--- config.mk ---
export PLATFORM = sky130hd
export DESIGN_NAME = instruction_decoder
export DESIGN_NICKNAME = d
export VERILOG_FILES = /design/src/include/idec_pkg.sv /design/src/rtl/instruction_decoder.sv
export VERILOG_INCLUDE_DIRS = /design/src /design/src/include
export SDC_FILE = /design/constraint.sdc
export NUM_CORES = 1
export LEC_CHECK = 0
export BUFFER_PORTS_ARGS = -buffer_cell sky130_fd_sc_hd__buf_2
export CORE_MARGIN = 3
export CORE_UTILIZATION = 61
export CTS_BUF_LIST = sky130_fd_sc_hd__clkbuf_2
export CTS_CLUSTER_SIZE = 8
export DETAILED_ROUTE_END_ITERATION = 10
export PLACE_DENSITY = 0.95
export SLEW_MARGIN = 20
export SYNTH_ARGS = -nofsm -noshare
export SYNTH_HDL_FRONTEND = slang
export SYNTH_SLANG_ARGS = --single-unit
--- constraint.sdc ---
create_clock -name clk_i -period 11.8 [get_ports clk_i]
set_input_delay 2.36 -clock clk_i [delete_from_list [all_inputs] [get_ports clk_i]]
set_output_delay 2.36 -clock clk_i [all_outputs]
set_load 0.02 [all_outputs]
--- src/include/idec_consts.svh ---
`ifndef IDEC_CONSTS_SVH
`define IDEC_CONSTS_SVH
`define OP_NOP 16'h0000
`define OP_RET 16'h0040
`define OP_INTERRUPT_RETURN 16'h0060
`define OP_TABLE_READ_LOW 16'h0050
`define OP_TABLE_READ_HIGH 16'h0058
`define OP_CLEAR_WORKING_OP 16'h0140
`define OP_SLEEP 16'h1e03
`define OP_WATCHDOG_CLEAR_OP 16'h1e04
`define LIT_RETURN_WITH_LITERAL 8'h18
`define LIT_LOAD_LITERAL_OP 8'h19
`define LIT_OR_LITERAL_OP 8'h1a
`define LIT_AND_LITERAL_OP 8'h1b
`define LIT_ADD_LITERAL_OP 8'h1c
`define LIT_XOR_LITERAL_OP 8'h1d
`define LIT_LITERAL_SUBTRACT_OP 8'h1f
`define BY_MOVWX 5'h01
`define BY_CLEAR_REGISTER_OP 5'h03
`define BY_SUB 4'h2
`define BY_DEC 4'h3
`define BY_IOR 4'h4
`define BY_AND 4'h5
`define BY_XOR 4'h6
`define BY_ADD 4'h7
`define BY_MOV 4'h8
`define BY_COM 4'h9
`define BY_INC 4'ha
`define BY_DECSZ 4'hb
`define BY_RRX 4'hc
`define BY_RLX 4'hd
`define BY_SWAP 4'he
`define BY_INCSZ 4'hf
`define BIT_CLR 2'h0
`define BIT_SET 2'h1
`define BIT_TSC 2'h2
`define BIT_TSS 2'h3
`endif

--- src/include/idec_pkg.sv ---
package idec_pkg;
  typedef enum logic [2:0] {
    st_exec = 3'b001,
    st_flush = 3'b010,
    st_table = 3'b100
  } state_t;
endpackage

--- src/rtl/instruction_decoder.sv ---
// Function
// RQ1: Long branch loads 13-bit target into PC, two cycles.
// RQ2: Long call pushes next address, loads 13-bit target, two cycles.
// RQ3: OR literal into W, zero flag only, one cycle.
// RQ4: Load literal into W, flags untouched, one cycle.
// RQ5: Returns pop stack into PC in two cycles; literal variant loads W.
// RQ6: Interrupt return also sets global interrupt enable.
// RQ7: Sleep requests power-down, one cycle, updates timeout/powerdown flags.
// RQ8: Literal subtract puts k minus W in W, sets C, DC, Z.
// RQ9: Table reads load W with high or low ROM byte, two cycles.
// RQ10: Table pointer is high register above low byte.
// RQ11: XOR literal into W, zero flag only, one cycle.
// RQ12: Add literal to W, sets C, DC, Z.
// RQ13: Register add writes sum to W or file by destination bit.
// RQ14: AND literal into W, zero flag only, one cycle.
// RQ15: Register AND/OR route by destination, zero flag only.
// RQ16: Bit clear/set force selected bit, no flags, one cycle.
// RQ17: Skip-if-clear discards next instruction when bit is 0.
// RQ18: Skip-if-set discards next instruction when bit is 1.
// RQ19: Clear register and clear W write zero and set Z.
// RQ20: Watchdog clear resets counter, updates timeout/powerdown flags.
// RQ21: Complement writes inverted file value by destination, Z only.
// RQ22: Decrement and increment write f minus/plus one, Z only.
// RQ23: Skip variants store result, no flags, skip when zero.
// RQ24: File address is instruction bits 15:14 above bits 6:0.
// RQ25: All-zero word is a one-cycle no-operation; cancels issue it too.
//
// The implementer's own choices: the address-and-strobe port and the placing of the registers.
`timescale 1ns/10ps
`include "idec_consts.svh"
module instruction_decoder #(
  parameter int PC_W = 13,
  parameter int TP_HIGH_W = 4
) (
  input wire logic clk_i,
  input wire logic rst_i,
  input wire logic [15:0] instr_i,
  input wire logic [7:0] file_rdata_i,
  input wire logic [15:0] rom_data_i,
  input wire logic [PC_W-1:0] pc_i,
  input wire logic [PC_W-1:0] stack_top_i,
  input wire logic [7:0] table_pointer_low_i,
  input wire logic [TP_HIGH_W-1:0] table_pointer_high_i,
  input wire logic carry_i,
  output logic [8:0] file_addr_o,
  output logic file_we_o,
  output logic [7:0] file_wdata_o,
  output logic [7:0] working_o,
  output logic carry_o,
  output logic digit_carry_flag_o,
  output logic zero_o,
  output logic pc_load_o,
  output logic [PC_W-1:0] pc_target_o,
  output logic push_o,
  output logic [PC_W-1:0] push_data_o,
  output logic pop_o,
  output logic global_interrupt_enable_set_o,
  output logic sleep_req_o,
  output logic watchdog_clear_o,
  output logic timeout_flag_o,
  output logic powerdown_flag_o,
  output logic rom_read_o,
  output logic [15:0] rom_addr_o,
  output logic busy_o
);

  initial begin
    if (PC_W != 13 || TP_HIGH_W < 1 || TP_HIGH_W > 8) begin
      $error("instruction_decoder: unsupported widths");
    end
  end

  // ==========================================================
  // Field decode
  // ==========================================================
  idec_pkg::state_t state;
  idec_pkg::state_t next_state;
  logic tab_high;
  logic [15:0] ins;
  logic [7:0] lit;
  logic [7:0] hi;
  logic [8:0] faddr;
  logic dest;
  logic [2:0] bsel;
  logic [7:0] f;
  logic [7:0] w;
  wire exec = (state == idec_pkg::st_exec);
  // Cancelled slot behaves as the all-zero word
  assign ins = exec ? instr_i : `OP_NOP; // see RQ25
  assign lit = ins[7:0];
  assign hi = ins[15:8];
  assign faddr = {ins[15:14], ins[6:0]}; // see RQ24
  assign dest = ins[7];
  assign bsel = ins[9:7];
  assign f = file_rdata_i;
  wire is_ctl = (ins[13] == 1'b1) && (ins[12] == 1'b0);
  wire is_bit = (ins[13:12] == 2'b11);
  wire is_lit = (hi[7:3] == 5'h03);
  // Bit 7 set marks the move and clear file forms
  wire is_sys = (ins[15:9] == 7'h00) && !ins[7];
  wire is_byte = (ins[13:12] == 2'b00) && !is_lit && !is_sys;
  wire [3:0] bop = ins[11:8];
  wire [1:0] bitop = ins[11:10];
  wire is_goto = is_ctl && ins[11]; // see RQ1
  wire is_call = is_ctl && !ins[11]; // see RQ2
  wire is_ret = (ins == `OP_RET);
  wire is_interrupt_return = (ins == `OP_INTERRUPT_RETURN); // see RQ6
  wire is_return_with_literal = is_lit && (hi == `LIT_RETURN_WITH_LITERAL);
  wire is_tabl = (ins == `OP_TABLE_READ_LOW);
  wire is_tabh = (ins == `OP_TABLE_READ_HIGH);
  wire is_clear_working_op = (ins == `OP_CLEAR_WORKING_OP);
  wire is_sleep = (ins == `OP_SLEEP);
  wire is_watchdog_clear_op = (ins == `OP_WATCHDOG_CLEAR_OP);

  // ==========================================================
  // Arithmetic
  // ==========================================================
  logic [8:0] add_sum;
  logic [4:0] add_low;
  logic [8:0] sub_diff;
  logic [4:0] sub_low;
  wire [7:0] add_a = is_lit ? lit : f;
  wire [7:0] sub_a = is_lit ? lit : f;
  assign add_sum = {1'b0, w} + {1'b0, add_a};
  assign add_low = {1'b0, w[3:0]} + {1'b0, add_a[3:0]};
  // Carry means no borrow
  assign sub_diff = {1'b0, sub_a} + {1'b0, ~w} + 9'h001;
  assign sub_low = {1'b0, sub_a[3:0]} + {1'b0, ~w[3:0]} + 5'h01;
  wire [7:0] f_dec = f - 8'h01;
  wire [7:0] f_inc = f + 8'h01;
  wire [7:0] bmask = 8'h01 << bsel;
  wire bit_val = |(f & bmask);

  // ==========================================================
  // Result selection
  // ==========================================================
  logic [7:0] res;
  logic wr_w;
  logic wr_f;
  logic set_z;
  logic set_cdc;
  logic set_c;
  logic next_c;
  logic next_dc;
  logic skip;
  always_comb begin
    res = 8'h00;
    wr_w = 1'b0;
    wr_f = 1'b0;
    set_z = 1'b0;
    set_cdc = 1'b0;
    set_c = 1'b0;
    next_c = carry_i;
    next_dc = 1'b0;
    skip = 1'b0;
    if (is_clear_working_op) begin
      res = 8'h00; // see RQ19
      wr_w = 1'b1;
      set_z = 1'b1;
    end else if (is_return_with_literal) begin
      res = lit; // see RQ5
      wr_w = 1'b1;
    end else if (is_lit) begin
      wr_w = 1'b1;
      case (hi)
        `LIT_LOAD_LITERAL_OP: res = lit; // see RQ4
        `LIT_OR_LITERAL_OP: begin
          res = w | lit; // see RQ3
          set_z = 1'b1;
        end
        `LIT_AND_LITERAL_OP: begin
          res = w & lit; // see RQ14
          set_z = 1'b1;
        end
        `LIT_XOR_LITERAL_OP: begin
          res = w ^ lit; // see RQ11
          set_z = 1'b1;
        end
        `LIT_ADD_LITERAL_OP: begin
          res = add_sum[7:0]; // see RQ12
          next_c = add_sum[8];
          next_dc = add_low[4];
          set_z = 1'b1;
          set_cdc = 1'b1;
        end
        `LIT_LITERAL_SUBTRACT_OP: begin
          res = sub_diff[7:0]; // see RQ8
          next_c = sub_diff[8];
          next_dc = sub_low[4];
          set_z = 1'b1;
          set_cdc = 1'b1;
        end
        default: wr_w = 1'b0;
      endcase
    end else if (is_bit) begin
      case (bitop)
        `BIT_CLR: begin
          res = f & ~bmask; // see RQ16
          wr_f = 1'b1;
        end
        `BIT_SET: begin
          res = f | bmask; // see RQ16
          wr_f = 1'b1;
        end
        `BIT_TSC: skip = !bit_val; // see RQ17
        default: skip = bit_val; // see RQ18
      endcase
    end else if (is_byte) begin
      wr_w = !dest;
      wr_f = dest;
      set_z = 1'b1;
      if (ins[11:7] == `BY_MOVWX) begin
        res = w;
        set_z = 1'b0;
      end else if (ins[11:7] == `BY_CLEAR_REGISTER_OP) begin
        res = 8'h00; // see RQ19
      end else begin
        case (bop)
          `BY_ADD: begin
            res = add_sum[7:0]; // see RQ13
            next_c = add_sum[8];
            next_dc = add_low[4];
            set_cdc = 1'b1;
          end
          `BY_SUB: begin
            res = sub_diff[7:0];
            next_c = sub_diff[8];
            next_dc = sub_low[4];
            set_cdc = 1'b1;
          end
          `BY_AND: res = w & f; // see RQ15
          `BY_IOR: res = w | f; // see RQ15
          `BY_XOR: res = w ^ f;
          `BY_MOV: res = f;
          `BY_COM: res = ~f; // see RQ21
          `BY_DEC: res = f_dec; // see RQ22
          `BY_INC: res = f_inc; // see RQ22
          `BY_DECSZ: begin
            res = f_dec; // see RQ23
            set_z = 1'b0;
            skip = (f_dec == 8'h00);
          end
          `BY_INCSZ: begin
            res = f_inc; // see RQ23
            set_z = 1'b0;
            skip = (f_inc == 8'h00);
          end
          `BY_RLX: begin
            res = {f[6:0], carry_i};
            next_c = f[7];
            set_c = 1'b1;
            set_z = 1'b0;
          end
          `BY_RRX: begin
            res = {carry_i, f[7:1]};
            next_c = f[0];
            set_c = 1'b1;
            set_z = 1'b0;
          end
          `BY_SWAP: begin
            res = {f[3:0], f[7:4]};
            set_z = 1'b0;
          end
          default: begin
            wr_w = 1'b0;
            wr_f = 1'b0;
            set_z = 1'b0;
          end
        endcase
      end
    end
  end

  // ==========================================================
  // Sequencing
  // ==========================================================
  wire two_cycle = is_goto || is_call || is_ret || is_interrupt_return || is_return_with_literal;
  wire tab = is_tabl || is_tabh; // see RQ9
  always_comb begin
    next_state = idec_pkg::st_exec;
    case (state)
      idec_pkg::st_exec: begin
        if (tab) begin
          next_state = idec_pkg::st_table;
        end else if (two_cycle || skip) begin
          next_state = idec_pkg::st_flush; // see RQ17
        end
      end
      idec_pkg::st_table: next_state = idec_pkg::st_exec;
      default: next_state = idec_pkg::st_exec;
    endcase
  end
  wire in_table = (state == idec_pkg::st_table);
  wire [7:0] rom_byte = tab_high ? rom_data_i[15:8] : rom_data_i[7:0];
  wire [15:0] tptr = {{(8 - TP_HIGH_W){1'b0}}, table_pointer_high_i,
    table_pointer_low_i}; // see RQ10
  wire [7:0] zsrc = (is_clear_working_op || (is_byte && ins[11:7] == `BY_CLEAR_REGISTER_OP)) ?
    8'h00 : res;

  always_ff @(posedge clk_i or posedge rst_i) begin
    if (rst_i) begin
      state <= idec_pkg::st_exec;
      tab_high <= 1'b0;
      w <= 8'h00;
      carry_o <= 1'b0;
      digit_carry_flag_o <= 1'b0;
      zero_o <= 1'b0;
      timeout_flag_o <= 1'b1;
      powerdown_flag_o <= 1'b1;
    end else begin
      state <= next_state;
      if (exec) begin
        tab_high <= is_tabh;
      end
      if (in_table) begin
        w <= rom_byte; // see RQ9
      end else if (wr_w) begin
        w <= res;
      end
      if (set_cdc || set_c) begin
        carry_o <= next_c; // see RQ8
      end
      if (set_cdc) begin
        digit_carry_flag_o <= next_dc; // see RQ12
      end
      if (set_z) begin
        zero_o <= (zsrc == 8'h00); // see RQ3
      end
      if (is_sleep) begin
        timeout_flag_o <= 1'b1; // see RQ7
        powerdown_flag_o <= 1'b0;
      end else if (is_watchdog_clear_op) begin
        timeout_flag_o <= 1'b1; // see RQ20
        powerdown_flag_o <= 1'b1;
      end
    end
  end

  always_ff @(posedge clk_i or posedge rst_i) begin
    if (rst_i) begin
      file_addr_o <= 9'h000;
      file_we_o <= 1'b0;
      file_wdata_o <= 8'h00;
      pc_load_o <= 1'b0;
      pc_target_o <= '0;
      push_o <= 1'b0;
      push_data_o <= '0;
      pop_o <= 1'b0;
      global_interrupt_enable_set_o <= 1'b0;
      sleep_req_o <= 1'b0;
      watchdog_clear_o <= 1'b0;
      rom_read_o <= 1'b0;
      rom_addr_o <= 16'h0000;
      busy_o <= 1'b0;
    end else begin
      file_addr_o <= faddr;
      file_we_o <= wr_f;
      file_wdata_o <= res;
      pc_load_o <= is_goto || is_call || is_ret || is_interrupt_return || is_return_with_literal;
      pc_target_o <= (is_goto || is_call) ? {ins[15:14], ins[10:0]} :
        stack_top_i; // see RQ1
      push_o <= is_call; // see RQ2
      push_data_o <= pc_i + 13'h0001;
      pop_o <= is_ret || is_interrupt_return || is_return_with_literal; // see RQ5
      global_interrupt_enable_set_o <= is_interrupt_return; // see RQ6
      sleep_req_o <= is_sleep; // see RQ7
      watchdog_clear_o <= is_watchdog_clear_op; // see RQ20
      rom_read_o <= tab;
      rom_addr_o <= tptr;
      busy_o <= (next_state != idec_pkg::st_exec);
    end
  end

  assign working_o = w;
endmodule

Yosys cells after proc, flatten, opt, wreduce, memory -nomap -nowiden

Cells that the tools add are included.

Register bits after elaboration: 81
Word-level logic and storage cells: 219

Add/subtract/negate cells: 9
Equal/unequal tests: 37
Shifts and indexed selects: 1
Mux-type cells: 94
Bitwise logic cells: 14
Reduce and logical (&&, ||, !) cells: 42

Operators with widths:

| kind                                                  | number |
|---|---|
| 2-to-1 mux 8 bit                                      | 12 |
| one-hot mux 8 bit (12 select lines)                   | 1 |
| 2-to-1 mux 1 bit                                      | 68 |
| equality test 16 x 7 -> 1 bit, second input constant  | 4 |
| equality test 8 x 5 -> 1 bit, second input constant   | 7 |
| one-hot mux 8 bit (6 select lines)                    | 1 |
| bitwise AND 8 bit                                     | 4 |
| equality test 16 x 13 -> 1 bit, second input constant | 2 |
| equality test 4 bit, second input constant            | 8 |
| zero test 8 bit                                       | 3 |
| NOT 8 bit                                             | 3 |
| OR 8 bit                                              | 3 |
| adder 8 x 8 -> 9 bit                                  | 2 |
| equality test 16 x 9 -> 1 bit, second input constant  | 1 |
| equality test 4 x 3 -> 1 bit, second input constant   | 4 |
| 2-to-1 mux 16 bit                                     | 1 |
| one-hot mux 8 bit (2 select lines)                    | 1 |
| bitwise XOR 8 bit                                     | 2 |
| OR reduction 14 bit                                   | 1 |
| adder 13 x 1 -> 13 bit, second input constant         | 1 |
| 2-to-1 mux 13 bit                                     | 1 |
| OR reduction 2 bit                                    | 6 |
| adder 4 x 4 -> 5 bit                                  | 2 |
| equality test 5 x 2 -> 1 bit, second input constant   | 2 |
| 28 further kinds                                      | 57 |

Longest topological paths before layout

Word-level depth: 16
Mapped depth: 17
Depth with buffers taken out: 15

Least setup slack after synthesis

OpenSTA, ideal clock, no wires.

Path kind: input to register
From: input port instr_i[12]
To: register zero_o
Setup time: 0.095 ns
Arrival: 5.821 ns
Setup slack: 5.884 ns
Stages on the path: 17
Cells stage by stage: buf_2 > nor4b_1 > buf_2 > nand2_1 > clkbuf_1 > nand2_1 > o21ai_0 > ha_1 > clkbuf_1 > nor3_1 > nor3_1 > o22ai_1 > o21ai_0 > a41oi_1 > o32ai_1 > nand4_1 > o31ai_1

Cells in the longest elaborated chain, start to end: 15

Ends and longest elaborated chain:

| element                             | RTL line                                               | source |
|---|---|---|
| start, declared                     | instruction_decoder.sv:37                              | `input wire logic [15:0] instr_i,` |
| 2-to-1 mux 16 bit (no line) (*)     | --                                                     |  |
| equality test 5 x 2 -> 1 bit        | instruction_decoder.sv:98                              | `wire is_lit = (hi[7:3] == 5'h03);` |
| 2-to-1 mux 8 bit                    | instruction_decoder.sv:122, instruction_decoder.sv:123 |  |
| adder 8 x 8 -> 9 bit                | instruction_decoder.sv:127                             | `assign sub_diff = {1'b0, sub_a} + {1'b0, ~w} + 9'h001;` |
| adder 9 x 1 -> 9 bit                | instruction_decoder.sv:127                             |  |
| one-hot mux 8 bit (12 select lines) | instruction_decoder.sv:218                             | `case (bop)` |
| 2-to-1 mux 8 bit                    | instruction_decoder.sv:215                             | `` end else if (ins[11:7] == `BY_CLEAR_REGISTER_OP) begin `` |
| 2-to-1 mux 8 bit                    | instruction_decoder.sv:212                             | `` if (ins[11:7] == `BY_MOVWX) begin `` |
| 2-to-1 mux 8 bit                    | instruction_decoder.sv:208                             | `end else if (is_byte) begin` |
| 2-to-1 mux 8 bit                    | instruction_decoder.sv:195                             | `end else if (is_bit) begin` |
| 2-to-1 mux 8 bit                    | instruction_decoder.sv:163                             | `end else if (is_lit) begin` |
| 2-to-1 mux 8 bit                    | instruction_decoder.sv:160                             | `end else if (is_return_with_literal) begin` |
| 2-to-1 mux 8 bit                    | instruction_decoder.sv:156                             | `if (is_clear_working_op) begin` |
| 2-to-1 mux 8 bit                    | instruction_decoder.sv:297                             | `` wire [7:0] zsrc = (is_clear_working_op \|\| (is_byte && ins[11:7] == `BY_CLEAR_REGISTER_OP)) ? `` |
| zero test 8 bit                     | instruction_decoder.sv:327                             | `zero_o <= (zsrc == 8'h00);` |
| end signal, assigned                | instruction_decoder.sv:327                             |  |
| end, declared                       | instruction_decoder.sv:51                              | `output logic zero_o,` |

Every way passes the cells marked *; elsewhere a longest branch is shown, timed or not.
A chain may end at the register's enable or synchronous reset.

Final worst setup path

From: input port instr_i[11]
To: register zero_o

The elaborated chain is that of the path after synthesis.

==> metrics.txt <==
vias per cell 7.19; cts-stage hold buffer count 0; R2R cell count 14; number of flops mapped to enable cells by yosys 0; Hold Path Class flop to flop; most frequent cells in the layout 156 x buf_2, 78 x dfrtp_1, 64 x nand2_1; crit-path cells buf_2, nor4bb_1, buf_4, nand2_1, nand2_1, o21ai_0, ha_1, nor3_1, nor3_1, o22ai_1, o21ai_0, a41oi_1, o32ai_1, nand4_1, o31ai_1; Synth top area share 27.9%; synthesized area per cell 8.43 sq um; post-synth cell types 86; dpl hpwl about 21 mm; CTS Sinks 80; setup violators final 0; Slew HR 32.5%; Worst Clk Skew 0.0463 ns; leading post-synthesis cells by cell area dfrtp_1 28%, ha_1 9.3%, nand2_1 3.4%, mux2_2 3.1%, xnor2_1 2.9%; number of global-route vias before repair between 7000 and 8000; outcome completed; commonest non-fill, non-tap cell in the layout buf_2; Core ar. about 11000 sq um; Post-synth ARST share 100%; chip width 113 um; largest net degree at the start of global routing 81; Via Count 7814; fmax 155 MHz; Max Cap Viol 0; Max clock buf depth 2; fin nets 1077; min Tclk post-route around 6.4 ns; Area Overhead vs Synth 12.4%; Critical Path Source Type primary input; worst hold stages 2; Post-Synthesis Cells 830; dpl cells 1071; critical setup path kind primary input to flop; Worst Setup End Kind flop; Worst-Margin Slew 0.987 ns; WL/cell 25.7 um; fin crit share 54.6%; RSZ-0062 raised after global routing no; setup bufs post-CTS 0; global placement routability congestion 1.11; number of routed nets with antenna violations 0; die area 12800 sq um; sequential area share after synthesis between 20% and 30%; Layout Cells excl Fill ~1100; Initial Util 63.4%; input/output buffers approximately 160; IO Count 162; WP data arrival 6.98 ns; cell accounting for the most synthesized area dfrtp_1; number of buffers created by CTS 9; Setup WS pre-CTS ~5 ns; Clock Pin Slew Worst Setup and Hold Paths 0.26 ns; total iterations of the first detailed-routing run 8; total global-route track usage 43.0%; Cell Rows 38; Worst-Skew Late Latency 0.61 ns; first-pass GRT wire length 42.2 mm; synthesized flop and latch total 80; initial antenna violation count 0; power per cell area roughly 130 nW/um^2; CTS tree built; CTS root buf clkbuf_2; WP data required about 12 ns; Placed Area 7740 sq um; # DRC 0; Initial DRC Count 1234; n_diodes 0; fin area 7870 sq um; final setup TNS 0 ns; leakage dissipation 3.59 nW; Slew Viols, Final 0; WL final between 20 and 30 mm; worst-path fanout max 40; synthesized cell area approximately 7000 sq um; slack of the critical path 5.36 ns; Syn. warnings 0; Max stage delay cell, worst path nor3_1; post-cts resize count 0; worst vdd ir 0.134 mV; CP peak stage delay about 0.60 ns; layout cells sized above 1 approximately a quarter; Hold Fails Final Rpt 0; CTS H-tree depth 3; DIE HEIGHT around 110 um; commonest register cell after synthesis dfrtp_1; overflow left after global routing 0
[path summary, 6_finish.rpt]
check	startpoint	end	slack (ns)
min	powerdown_flag_o$_DFFE_PP1P_	powerdown_flag_o$_DFFE_PP1P_	0.53
max	instr_i[11]	zero_o$_DFFE_PP0P_	5.36
max reg2reg	state[0]$_DFF_PP1_	working_o[5]$_DFFE_PP0P_	6.89
min in group asynchronous	rst_i	rom_addr_o[10]$_DFF_PP0_	2.01
min reg2reg	powerdown_flag_o$_DFFE_PP1P_	powerdown_flag_o$_DFFE_PP1P_	0.53
max in group asynchronous	rst_i	file_wdata_o[2]$_DFF_PP0_	9.11
[cell type report]
type	count	area (sq um)
Timing Repair Buffer	163	833
Inverter	49	185
Clock inverter	7	86.3
Clock buffer	9	45.0
Fill cell	908	3160
Tap cell	140	175
Sequential cell	80	2000
Multi-Input combinational cell	639	4540
[per-layer routing]
layer  vias to the layer above  GRT usage (%)  part of all wire [%]
met4                         0           21.6                   6.7
met3                       173           14.2                    15
met5                         -              0                     0
met1                      3620           54.1                    35
met2                       692           66.3                    44
li1                       3329              -                     -
[per-stage QoR]
stage                     hold WS [ns]  util (%)  power [W]
after detailed placement         0.498      70.1   0.000837
final                            0.529      71.3    0.00102
after global routing             0.543      71.3    0.00107
after global placement           0.489      70.1   0.000833
after floorplan                  0.530         -   0.000669
after CTS                        0.529      71.3    0.00100
[worst max-delay path, delay by kind of cell]
family                     cells  cell delay [ns]
adders and majority gates      1             0.56
buffers and inverters          2             0.77
and+or+nand+nor                6             1.75
AOI/OAI and AO/OA              6             1.51
[registers in the layout (all words and copies together), names as in the netlist, 3 cells and up]
name and cells:
file_addr_o 9, file_wdata_o 8, pc_target_o 13, working_o 8, state 3, push_data_o 13, rom_addr_o 12
[kinds of logic after synthesis]
family                     synth area share [%]
buffers and inverters                      6.92
other                                     0.107
DFF                                        28.6
xor gates and xnor gates                   3.76
adders and majority gates                  9.87
muxes                                      4.20
AOI/OAI and AO/OA                          23.0
and+or+nand+nor                            23.5
[Yosys cell counts (all sizes together), types with 10 or more instances]
cell type	instances
and2	11
nand4	29
a21oi	39
ha	52
o21ai	35
buf	26
a211oi	10
nor3	26
a31oi	16
nor2b	10
xnor2	23
o211ai	13
and3	11
clkbuf	39
mux2	19
nand2	64
nand3	37
dfrtp	78
inv	47
nor2	48
[where the power goes]
group          internal (W)  switching, W  leakage, nW
Sequential         0.000306     0.0000440        0.983
Combinational      0.000170      0.000333         2.53
Clock             0.0000538      0.000112       0.0769
No activity file was read; power rests on OpenSTA's default activity.
